$ cat config.mk
export PLATFORM = sky130hd
export DESIGN_NAME = cieu_top
export DESIGN_NICKNAME = d
export VERILOG_FILES = /design/src/rtl/cieu_pkg.sv /design/src/rtl/cieu_top.sv
export SDC_FILE = /design/constraint.sdc
export NUM_CORES = 1
export LEC_CHECK = 0
export BUFFER_PORTS_ARGS = -buffer_cell sky130_fd_sc_hd__buf_2
export CORE_MARGIN = 2
export CORE_UTILIZATION = 40
export CTS_CLUSTER_SIZE = 10
export DETAILED_ROUTE_END_ITERATION = 10
export GPL_TIMING_DRIVEN = 0
export SYNTH_ARGS = -nofsm -noshare
export SYNTH_HDL_FRONTEND = slang
export SYNTH_SLANG_ARGS = --single-unit
$ cat constraint.sdc
create_clock -name MCLK -period 8 [get_ports MCLK]
set_clock_uncertainty 0.05 [all_clocks]
set_input_delay 1.6 -clock MCLK [delete_from_list [all_inputs] [get_ports MCLK]]
set_output_delay 1.6 -clock MCLK [all_outputs]
set_load 0.005 [all_outputs]
$ cat src/rtl/cieu_pkg.sv
// constants and types of the interrupt and exception front end
//
// Function
// - request lines are active-high level requests
// - lines 11, 7, 3: external, timer, software
// - lines 31..16 custom, upper enable/pending bits
// - one-cycle acknowledge pulse, index valid then
// - every interrupt disabled after reset
// - take only with global and line enable
// - priority 31..16, then 11, 3, 7
// - debug mode ignores all interrupt requests
// - causes 2 illegal, 3 breakpoint, 11 ecall
// - illegal and ecall exceptions never disabled
// - undefined encodings illegal unless configured custom; only the major opcode is decoded, except for system words
// - no float unit: float instructions illegal
// - no custom extension: custom instructions illegal
// - trap saves pc and global enable copy
// - vectored interrupts to base plus four times index
// - trap entry clears global interrupt enable
// - return resumes saved pc, restores enable
package cieu_pkg;

  // ==========================================================
  // register map (byte addresses on the bus)
  localparam logic [11:0] OFS_STATUS  = 12'h000;
  localparam logic [11:0] OFS_ENABLE  = 12'h004;
  localparam logic [11:0] OFS_PENDING = 12'h008;
  localparam logic [11:0] OFS_VECTOR  = 12'h00C;
  localparam logic [11:0] OFS_RETADDR = 12'h010;
  localparam logic [11:0] OFS_CAUSE   = 12'h014;

  // ==========================================================
  // fields
  localparam int          STATUS_GIE_BIT   = 3;
  localparam int          STATUS_PGIE_BIT  = 7;
  localparam logic [31:0] IRQ_IMPL_MASK    = 32'hFFFF0888;
  localparam int          IRQ_EXT_IDX      = 11;
  localparam int          IRQ_SW_IDX       = 3;
  localparam int          IRQ_TIMER_IDX    = 7;
  localparam int          IRQ_CUSTOM_LO    = 16;
  localparam logic [1:0]  VEC_MODE_VECTOR  = 2'h1;
  localparam int          VEC_BASE_LSB     = 8;
  localparam logic [4:0]  CAUSE_ILLEGAL    = 5'h02;
  localparam logic [4:0]  CAUSE_BREAK      = 5'h03;
  localparam logic [4:0]  CAUSE_ECALL_M    = 5'h0B;

  // ==========================================================
  // reset values
  localparam logic [31:0] RST_ZERO         = 32'h00000000;

  // ==========================================================
  // instruction words and major opcodes
  localparam logic [31:0] INSN_ECALL       = 32'h00000073;
  localparam logic [31:0] INSN_EBREAK      = 32'h00100073;
  localparam logic [31:0] INSN_MRET        = 32'h30200073;
  localparam logic [6:0]  OPC_SYSTEM       = 7'h73;

  typedef enum logic [2:0] {
    CIEU_CLS_LEGAL   = 3'b000,
    CIEU_CLS_ILLEGAL = 3'b001,
    CIEU_CLS_ECALL   = 3'b010,
    CIEU_CLS_BREAK   = 3'b011,
    CIEU_CLS_MRET    = 3'b100
  } cieu_cls_t;

endpackage : cieu_pkg

$ cat src/rtl/cieu_top.sv
// interrupt and exception front end with APB control registers
`timescale 1ns/1ps
`default_nettype none
module cieu_top #(
  parameter bit FLOAT_UNIT_PRESENT = 1'b0,
  parameter bit CUSTOM_EXT_PRESENT = 1'b0
) (
  // clock and reset
  input  wire  logic        MCLK,
  input  wire  logic        RST,
  // apb slave
  input  wire  logic        PSEL,
  input  wire  logic        PENABLE,
  input  wire  logic        PWRITE,
  input  wire  logic [11:0] PADDR,
  input  wire  logic [31:0] PWDATA,
  output logic [31:0]       PRDATA,
  output logic              PREADY,
  output logic              PSLVERR,
  // interrupt requests and acknowledge
  input  wire  logic [31:0] IRQ,
  input  wire  logic        DEBUG_MODE,
  output logic              IRQ_ACK,
  output logic [4:0]        TAKEN_INTERRUPT_INDEX,
  // instruction at the commit point
  input  wire  logic        INSTR_VALID,
  input  wire  logic [31:0] INSTR,
  input  wire  logic [31:0] PC,
  // redirect to the fetch unit
  output logic              TRAP_TAKEN,
  output logic              MRET_TAKEN,
  output logic [31:0]       TRAP_CAUSE,
  output logic [31:0]       REDIRECT_ADDR
);
  import cieu_pkg::*;

  // ==========================================================
  // state
  logic        gie_ff;
  logic        pgie_ff;
  logic [31:0] enable_ff;
  logic [31:0] pending_ff;
  logic [31:0] vector_ff;
  logic [31:0] retaddr_ff;
  logic [31:0] cause_ff;
  logic [31:0] prdata_ff;
  logic        pslverr_ff;
  logic        ack_ff;
  logic [4:0]  index_ff;
  logic        trap_ff;
  logic        mret_ff;
  logic [31:0] tcause_ff;
  logic [31:0] redirect_ff;

  logic [31:0] active;
  logic        irq_go;
  logic [4:0]  pick_idx;
  cieu_cls_t   cls;
  logic        exc_go;
  logic        mret_go;
  logic [4:0]  exc_code;
  logic [31:0] nxt_cause;
  logic [31:0] nxt_redirect;
  logic        wr_en;
  logic        setup;
  logic        addr_ok;

  // ==========================================================
  // instruction classification
  function automatic cieu_cls_t classify(input logic [31:0] w);
    cieu_cls_t r;
    r = CIEU_CLS_ILLEGAL;
    if (w[1:0] == 2'h3) begin
      case (w[6:0])
        7'h37, 7'h17, 7'h6F, 7'h67, 7'h63, 7'h03,
        7'h23, 7'h13, 7'h33, 7'h0F: r = CIEU_CLS_LEGAL;
        // float loads, stores, fused and arithmetic groups
        7'h07, 7'h27, 7'h43, 7'h47, 7'h4B, 7'h4F, 7'h53: begin
          r = FLOAT_UNIT_PRESENT ? CIEU_CLS_LEGAL
                                 : CIEU_CLS_ILLEGAL;
        end
        // custom opcode spaces
        7'h0B, 7'h2B, 7'h5B, 7'h7B: begin
          r = CUSTOM_EXT_PRESENT ? CIEU_CLS_LEGAL
                                 : CIEU_CLS_ILLEGAL;
        end
        OPC_SYSTEM: begin
          if (w == INSN_ECALL) begin
            r = CIEU_CLS_ECALL;
          end else if (w == INSN_EBREAK) begin
            r = CIEU_CLS_BREAK;
          end else if (w == INSN_MRET) begin
            r = CIEU_CLS_MRET;
          end else if (w[14:12] != 3'h0 && w[14:12] != 3'h4) begin
            r = CIEU_CLS_LEGAL;
          end else begin
            r = CIEU_CLS_ILLEGAL;
          end
        end
        default: r = CIEU_CLS_ILLEGAL;
      endcase
    end
    return r;
  endfunction : classify

  // ==========================================================
  // fixed priority pick
  function automatic logic [4:0] pick(input logic [31:0] a);
    logic [4:0] r;
    logic       hit;
    r   = 5'(IRQ_TIMER_IDX);
    hit = 1'b0;
    for (int i = 31; i >= IRQ_CUSTOM_LO; i--) begin
      if (a[i] && !hit) begin
        r   = 5'(i);
        hit = 1'b1;
      end
    end
    if (!hit && a[IRQ_EXT_IDX]) begin
      r   = 5'(IRQ_EXT_IDX);
      hit = 1'b1;
    end
    if (!hit && a[IRQ_SW_IDX]) begin
      r = 5'(IRQ_SW_IDX);
    end
    return r;
  endfunction : pick

  // ==========================================================
  // commit decision
  // interrupts win over the instruction, which is then not executed
  assign active   = pending_ff & enable_ff;
  assign irq_go   = gie_ff && (|active) && !DEBUG_MODE;
  assign pick_idx = pick(active);
  assign cls      = classify(INSTR);
  assign exc_go   = INSTR_VALID && !irq_go &&
                    (cls == CIEU_CLS_ILLEGAL || cls == CIEU_CLS_ECALL ||
                     cls == CIEU_CLS_BREAK);
  assign mret_go  = INSTR_VALID && !irq_go && cls == CIEU_CLS_MRET;

  always_comb begin
    case (cls)
      CIEU_CLS_ECALL: exc_code = CAUSE_ECALL_M;
      CIEU_CLS_BREAK: exc_code = CAUSE_BREAK;
      default:        exc_code = CAUSE_ILLEGAL;
    endcase
  end

  always_comb begin
    nxt_cause    = {27'h0000000, exc_code};
    nxt_redirect = {vector_ff[31:VEC_BASE_LSB], 8'h00};
    if (irq_go) begin
      nxt_cause = {1'b1, 26'h0000000, pick_idx};
      if (vector_ff[1:0] == VEC_MODE_VECTOR) begin
        nxt_redirect = {vector_ff[31:VEC_BASE_LSB], 1'b0,
                        pick_idx, 2'b00};
      end
    end else if (mret_go) begin
      nxt_redirect = retaddr_ff;
    end
  end

  // ==========================================================
  // apb decode
  // zero wait state: read data is latched in the setup cycle
  assign setup   = PSEL && !PENABLE;
  assign wr_en   = PSEL && PENABLE && PWRITE && addr_ok;
  assign PREADY  = 1'b1;
  assign PRDATA  = prdata_ff;
  assign PSLVERR = pslverr_ff && PSEL && PENABLE;

  always_comb begin
    case (PADDR)
      OFS_STATUS, OFS_ENABLE, OFS_PENDING, OFS_VECTOR,
      OFS_RETADDR, OFS_CAUSE: addr_ok = 1'b1;
      default:                addr_ok = 1'b0;
    endcase
  end

  always_ff @(posedge MCLK or posedge RST) begin
    if (RST) begin
      prdata_ff  <= RST_ZERO;
      pslverr_ff <= 1'b0;
    end else if (setup) begin
      pslverr_ff <= !addr_ok;
      case (PADDR)
        OFS_STATUS: begin
          prdata_ff <= RST_ZERO;
          prdata_ff[STATUS_GIE_BIT]  <= gie_ff;
          prdata_ff[STATUS_PGIE_BIT] <= pgie_ff;
        end
        OFS_ENABLE:  prdata_ff <= enable_ff;
        OFS_PENDING: prdata_ff <= pending_ff;
        OFS_VECTOR:  prdata_ff <= vector_ff;
        OFS_RETADDR: prdata_ff <= retaddr_ff;
        OFS_CAUSE:   prdata_ff <= cause_ff;
        default:     prdata_ff <= RST_ZERO;
      endcase
    end
  end

  // ==========================================================
  // global enable and its saved copy
  // a trap in the same cycle as a software write wins
  always_ff @(posedge MCLK or posedge RST) begin
    if (RST) begin
      gie_ff  <= 1'b0;
      pgie_ff <= 1'b0;
    end else if (irq_go || exc_go) begin
      pgie_ff <= gie_ff;
      gie_ff  <= 1'b0;
    end else if (mret_go) begin
      gie_ff  <= pgie_ff;
    end else if (wr_en && PADDR == OFS_STATUS) begin
      gie_ff  <= PWDATA[STATUS_GIE_BIT];
      pgie_ff <= PWDATA[STATUS_PGIE_BIT];
    end
  end

  // ==========================================================
  // per-line enables, reserved lines never enable
  always_ff @(posedge MCLK or posedge RST) begin
    if (RST) begin
      enable_ff <= RST_ZERO;
    end else if (wr_en && PADDR == OFS_ENABLE) begin
      enable_ff <= PWDATA & IRQ_IMPL_MASK;
    end
  end

  // ==========================================================
  // pending follows the levels; the source owns clearing
  always_ff @(posedge MCLK or posedge RST) begin
    if (RST) begin
      pending_ff <= RST_ZERO;
    end else begin
      pending_ff <= IRQ & IRQ_IMPL_MASK;
    end
  end

  // ==========================================================
  // vector base, return address, cause
  always_ff @(posedge MCLK or posedge RST) begin
    if (RST) begin
      vector_ff <= RST_ZERO;
    end else if (wr_en && PADDR == OFS_VECTOR) begin
      vector_ff <= {PWDATA[31:VEC_BASE_LSB], 6'h00, PWDATA[1:0]};
    end
  end

  always_ff @(posedge MCLK or posedge RST) begin
    if (RST) begin
      retaddr_ff <= RST_ZERO;
      cause_ff   <= RST_ZERO;
    end else if (irq_go || exc_go) begin
      retaddr_ff <= PC;
      cause_ff   <= nxt_cause;
    end else begin
      if (wr_en && PADDR == OFS_RETADDR) begin
        retaddr_ff <= {PWDATA[31:1], 1'b0};
      end
      if (wr_en && PADDR == OFS_CAUSE) begin
        cause_ff <= PWDATA;
      end
    end
  end

  // ==========================================================
  // registered outputs toward the fetch unit and the sources
  always_ff @(posedge MCLK or posedge RST) begin
    if (RST) begin
      ack_ff      <= 1'b0;
      index_ff    <= 5'h00;
      trap_ff     <= 1'b0;
      mret_ff     <= 1'b0;
      tcause_ff   <= RST_ZERO;
      redirect_ff <= RST_ZERO;
    end else begin
      ack_ff  <= irq_go;
      trap_ff <= irq_go || exc_go;
      mret_ff <= mret_go;
      if (irq_go) begin
        index_ff <= pick_idx;
      end
      if (irq_go || exc_go || mret_go) begin
        tcause_ff   <= nxt_cause;
        redirect_ff <= nxt_redirect;
      end
    end
  end

  assign IRQ_ACK               = ack_ff;
  assign TAKEN_INTERRUPT_INDEX = index_ff;
  assign TRAP_TAKEN            = trap_ff;
  assign MRET_TAKEN            = mret_ff;
  assign TRAP_CAUSE            = tcause_ff;
  assign REDIRECT_ADDR         = redirect_ff;
endmodule : cieu_top
`default_nettype wire

=== Word level (Yosys, flattened, before mapping) ===
Cells that the tools add are included.

* Multiplexer cells: 58
* Reductions and logical operators: 69
* Eq/ne operators: 27
* Shift-type cells: 0
* $add $sub $neg: 0
* Bitwise gates (word level): 1
* Magnitude comparators: 0
* Divide/modulo/power cells: 0
* Multipliers: 0

{| class="wikitable"
|+ Operators by type and width
! cell !! count
|-
| $mux 32 || 7
|-
| $pmux 32 s6 || 1
|-
| $mux 5 || 18
|-
| $logic_and 1x1->1 || 34
|-
| $and 32x32->32 || 1
|-
| $eq 32x21->1 const B || 1
|-
| $eq 32x30->1 const B || 1
|-
| $eq 32x7->1 const B || 1
|-
| $reduce_or 32->1 || 1
|-
| $eq 7x7->1 const B || 4
|-
| $mux 1 || 25
|-
| $eq 12x4->1 const B || 2
|-
| $eq 12x5->1 const B || 2
|-
| $eq 7x6->1 const B || 3
|-
| $logic_not 1->1 || 21
|-
| $eq 7x5->1 const B || 2
|-
| $eq 12x3->1 const B || 1
|-
| $logic_not 12->1 || 1
|-
| $mux 3 || 4
|-
| $reduce_or 10->1 || 1
|-
| $pmux 4 s2 || 1
|-
| $eq 7x2->1 const B || 1
|-
| $eq 7x4->1 const B || 1
|-
| $mux 7 || 1
|-
| 13 further kinds || 20
|}

* Latch bits: 0
* Memories kept: 0
* ROM bits: 0
* Output and inout port bits: 106
* Bits in registers: 235
* Bits in writable memories: 0
* Word-level logic and storage cells: 170

=== Longest topological paths before layout ===
* Word-level depth: 55
* Mapped depth: 10

=== Worst setup path after synthesis ===
No wires, ideal clock.

* Path kind: in2reg
* Start: input INSTR[13]
* End: register retaddr_ff[2]
* Data required time: 7.819 ns
* Setup slack: 4.133 ns
* Library setup time: 0.131 ns
* Arrival: 3.686 ns
* Stages on the path: 10
* Path buffers: 2
* Cell sequence: or3b_1 or4_1 or4_1 nor2_2 o21a_2 inv_2 buf_6 clkbuf_1 nand2_1 o21ai_1

* Word-level cells in the longest chain between the ends: 14

{| class="wikitable"
|+ Ends and longest elaborated chain
! item !! RTL line !! source
|-
| start, declared || cieu_top.sv:27 || <nowiki>input wire logic [31:0] INSTR,</nowiki>
|-
| $ne 3x3->1 or $reduce_bool 3->1 (tied branches) || cieu_top.sv:94 || <nowiki>end else if (w[14:12] != 3'h0 && w[14:12] != 3'h4) begin</nowiki>
|-
| $logic_and 1x1->1 || cieu_top.sv:94 ||
|-
| $mux 1 || cieu_top.sv:94 ||
|-
| $mux 3 || cieu_top.sv:92 || <nowiki>end else if (w == INSN_MRET) begin</nowiki>
|-
| $mux 3 || cieu_top.sv:90 || <nowiki>end else if (w == INSN_EBREAK) begin</nowiki>
|-
| $mux 3 (*) || cieu_top.sv:88 || <nowiki>if (w == INSN_ECALL) begin</nowiki>
|-
| $pmux 3 s2 (*) || cieu_top.sv:74 || <nowiki>case (w[6:0])</nowiki>
|-
| $mux 3 (*) || cieu_top.sv:73 || <nowiki>if (w[1:0] == 2'h3) begin</nowiki>
|-
| $eq 3x1->1 or $eq 3x2->1 (tied branches) || cieu_top.sv:137 || <nowiki>(cls == CIEU_CLS_ILLEGAL || cls == CIEU_CLS_ECALL ||</nowiki>
|-
| $logic_or 1x1->1 || cieu_top.sv:137 ||
|-
| $logic_or 1x1->1 (*) || cieu_top.sv:137 ||
|-
| $logic_and 1x1->1 (*) || cieu_top.sv:136 || <nowiki>assign exc_go = INSTR_VALID && !irq_go &&</nowiki>
|-
| $logic_or 1x1->1 (*) || cieu_top.sv:254 || <nowiki>end else if (irq_go || exc_go) begin</nowiki>
|-
| $mux 32 or $reduce_bool 2->1 (tied branches) || -- ||
|-
| end signal, assigned || cieu_top.sv:259 || <nowiki>retaddr_ff <= {PWDATA[31:1], 1'b0};</nowiki>
|-
| end, declared || cieu_top.sv:44 || <nowiki>logic [31:0] retaddr_ff;</nowiki>
|}

Every way passes the cells marked *; elsewhere a longest branch is shown, timed or not.
A chain may end at the register's enable or synchronous reset.

=== Worst setup path after layout ===
* Start: input PADDR[9]
* End: register retaddr_ff[28]

* Word-level cells in the longest chain between the ends: 6

{| class="wikitable"
|+ Ends and longest elaborated chain
! item !! RTL line !! source
|-
| start, declared || cieu_top.sv:15 || <nowiki>input wire logic [11:0] PADDR,</nowiki>
|-
| $eq 12x3->1 (tied with other cells) || cieu_top.sv:173 || <nowiki>case (PADDR)</nowiki>
|-
| $reduce_or 6->1 || cieu_top.sv:173 ||
|-
| $mux 1 || cieu_top.sv:173 ||
|-
| $logic_and 1x1->1 || cieu_top.sv:167 || <nowiki>assign wr_en = PSEL && PENABLE && PWRITE && addr_ok;</nowiki>
|-
| $logic_and 1x1->1 (*) || cieu_top.sv:258 || <nowiki>if (wr_en && PADDR == OFS_RETADDR) begin</nowiki>
|-
| $reduce_bool 2->1 (no source line) (*) || -- ||
|}

Marked as above.

==> results.yml <==
run_status:
  status: "complete, no violations"
setup_path:
  rr_worst_depth: 10
  worstSetupStartpointType: "input port"
  reg2reg_slack_ns: 4.86
  critical_path_class: "in2reg"
  worst_setup_path_end_kind: "flop"
  path_max_fanout: 10
  cp.required_ns: 8.33
  r2r_start: "pending_ff[22]"
  arrival_ns: 4.73
  r2r_end: "REDIRECT_ADDR[1]"
logic_synthesis:
  synth-simple-area-share_pct: 12.73
  synth_xor_area_share_pct: 0
  syn_inst: 913
  synth-edff-count: 0
  synth_fa_ha_area_share_pct: 0
  syn_avg_cell_area_sq_um: 10.35
  ys.warnings.count: 0
  synth_cell_types: 54
  synth_ff_type: "dfrtp_1"
  synthMuxAreaShare_pct: 9.172
  synth-compound-area-share_pct: 17.46
  ys_ff_latch: 209
  synth_top_family_by_area: "compound AO/OA/AOI/OAI gates"
  ys_async_sr_fraction_pct: 100.0
  seq_area_frac_synth_pct: 55.32
  syn_area_sq_um: 9454
placement:
  place_area_sq_um: 11040
  gp_congestion: 0.8503
  hpwlAfterDp_microns: 22240
  port_buffers: 212
global_routing:
  grt_use_met2_pct: 40.52
  track_usage_pct: 25.17
  grt_start_max_net_pins: 123
  gr-total-overflow: 0
  grt_pass1_wl_microns: 47000
  grt_antenna_before_repair: 5
  met1_usage_pct: 34.73
  grtUsageMet3_pct: 5.858
  top_usage_layer: "met2"
  grt_pass1_vias: 7927
final_layout:
  syn_to_final_growth_pct: 24.22
  nNetsFinal: 1325
  final_core_util_pct: 50.33
  final_cell_mix: "buf_2 (224), dfrtp_1 (209), nand2_1 (158)"
  layout-drive-gt1-share_pct: 30.02
  final_common_cell: "buf_2"
  nFillCells: 2231
  seqCellArea_sq_um: 5230
  multi_input_area_sq_um: 3822
  final_area_sq_um: 11740
route:
  ant_nets: 0
  wl_per_cell_microns: 20.62
  dr.pass1.iters: 8
  route.detailed.drc: 0
  drtIter0Drc: 771
  viasPerCell: 5.457
  num_vias: 8240
  totalWireLength_microns: 31140
floorplan:
  ios: 253
  rows: 56
  start_util_pct: 40.52
  core_sq_um: 23330
  fp.dieH_microns: 157.7
  die_w_microns: 157.7
  die_area_sq_um: 24880
cts:
  h-tree-depth: 1
  cts.sinks: 209
  cts_hold_repair.buffers: 0
  cts_tree: "yes"
  cts.clk_slew.worst_paths_ns: 0.05
  cts_buffer_depth: 3
  numCtsBuffers: 25
  insertion_delay_ns: 0.52
  cts_setup_buffers: 0
  root_buffer: "clkbuf_16"
  cts_resized: 0
timing:
  slew_headroom_pct: 28.53
  finalCriticalPeriod_ns: 4.402
  setup_viol: 0
  finalSetupTns_ns: 0
  finalCritPeriodShare_pct: 55.02
  whs_ns: 0.4157
  timing_hold_violations_final: 0
  max_freq_mhz: 227.2
  tightest_slew_ns: 1.064
  slew_violations: 0
  rsz0062_at_grt: "no"
power:
  p_clk_share_pct: 43.0
  p_sw_uw: 567.9
  p_seq_share_pct: 48.9
  power_density_nw_per_um2: 198.0
  switching_share_pct: 24.43
  p_leak_uw: 0.005566
  p_int_uw: 1757
  ir_drop_mv: 0.1296
  p_comb_share_pct: 8.1
flow_run:
  cap_viol_max_count: 0
min_path:
  hold_class: "reg2reg"
  min_from: "TRAP_CAUSE[31]"
  hold_path_end: "TRAP_CAUSE[31]"
  min_path_cells: 2
## power by group through the flow
stage,combinational [uW],sequential [uW],clock [uW]
2_1_floorplan,94.3,1140,0
3_3_place_gp,185,1150,0
3_5_place_dp,189,1150,0
4_1_cts,190,1140,1020
5_1_grt,211,1140,1070
6_report,187,1140,1000
## flip-flops by register name, summed over array words and instances (netlist names)
name                   cells
cause_ff                  32
pending_ff                19
IRQ_ACK                    1
MRET_TAKEN                 1
retaddr_ff                32
pgie_ff                    1
PRDATA                    32
TRAP_CAUSE                 6
REDIRECT_ADDR             32
TAKEN_INTERRUPT_INDEX      5
enable_ff                 19
TRAP_TAKEN                 1
vector_ff                 26
gie_ff                     1
pslverr_ff                 1
## synth_stat cells (5+ instances only)
cell	instances	area share, %
o21ai_1	20	1.1
a22oi_1	26	2.1
nor3_1	10	0.53
a222oi_1	28	3.0
buf_4	27	2.1
nand3_1	10	0.53
nor4_1	8	0.53
a21o_1	8	0.64
dfrtp_1	209	55
or3_1	5	0.33
a21oi_1	64	3.4
nand2_1	158	6.3
buf_2	12	0.64
mux2i_1	36	3.8
a21oi_2	19	1.8
nor2_1	67	2.7
mux2_2	45	5.4
inv_1	5	0.20
o21ai_0	28	1.5
a31oi_1	20	1.3
a221oi_1	5	0.46
clkbuf_1	42	1.7
## area by class of cell
| cell class | instances | area share (%) |
|---|---|---|
| inverters | 7 | 0.2877 |
| multi-input cells | 636 | 32.55 |
| repair buffers | 213 | 9.269 |
| plain buffers | 86 | 3.995 |
| diodes | 5 | 0.1065 |
| well taps | 319 | 3.399 |
| flip-flops and latches | 209 | 44.53 |
| clock inverters | 1 | 0.07458 |
| clock buffers | 34 | 5.785 |
## metal layers
metal  vias up  share of wire [%]
li1       3781                  -
met2       381                 46
met3        55                9.2
met1      4021                 42
met4         2                2.1
met5         -              0.042
## worst max-delay path: stages
cell	delay (ns)
buf_2	0.09
nor4_1	0.67
nand3_1	0.31
nor3_1	0.93
clkbuf_1	0.76
mux2i_1	0.28
o21ai_1	0.08
## logic make-up after synthesis
kind of cell,after synthesis
flops,209
compound gates,244
mux,81
other cells,2
buf+inv,93
simple gates,284
## metrics by stage
stage / total power [uW] / instances / setup slack (ns)
detailed placement: 1344 / 1470 / 3.143
finish: 2325 / 1510 / 3.598
global placement: 1339 / 1469 / -1.993
global route: 2418 / 1506 / 3.368
floorplan: 1235 / 938 / 0.6408
CTS: 2342 / 1505 / 3.678
## how the worst max path moves through the flow
stage,cells after the start,start,to
2_1_floorplan,1,RST,IRQ_ACK
3_3_place_gp,2,RST,pending_ff[20]
3_5_place_dp,7,PADDR[9],retaddr_ff[20]
4_1_cts,7,PADDR[9],retaddr_ff[20]
5_1_grt,7,PADDR[9],retaddr_ff[20]
6_report,7,PADDR[9],retaddr_ff[28]
(Power assumes the default switching activity.)
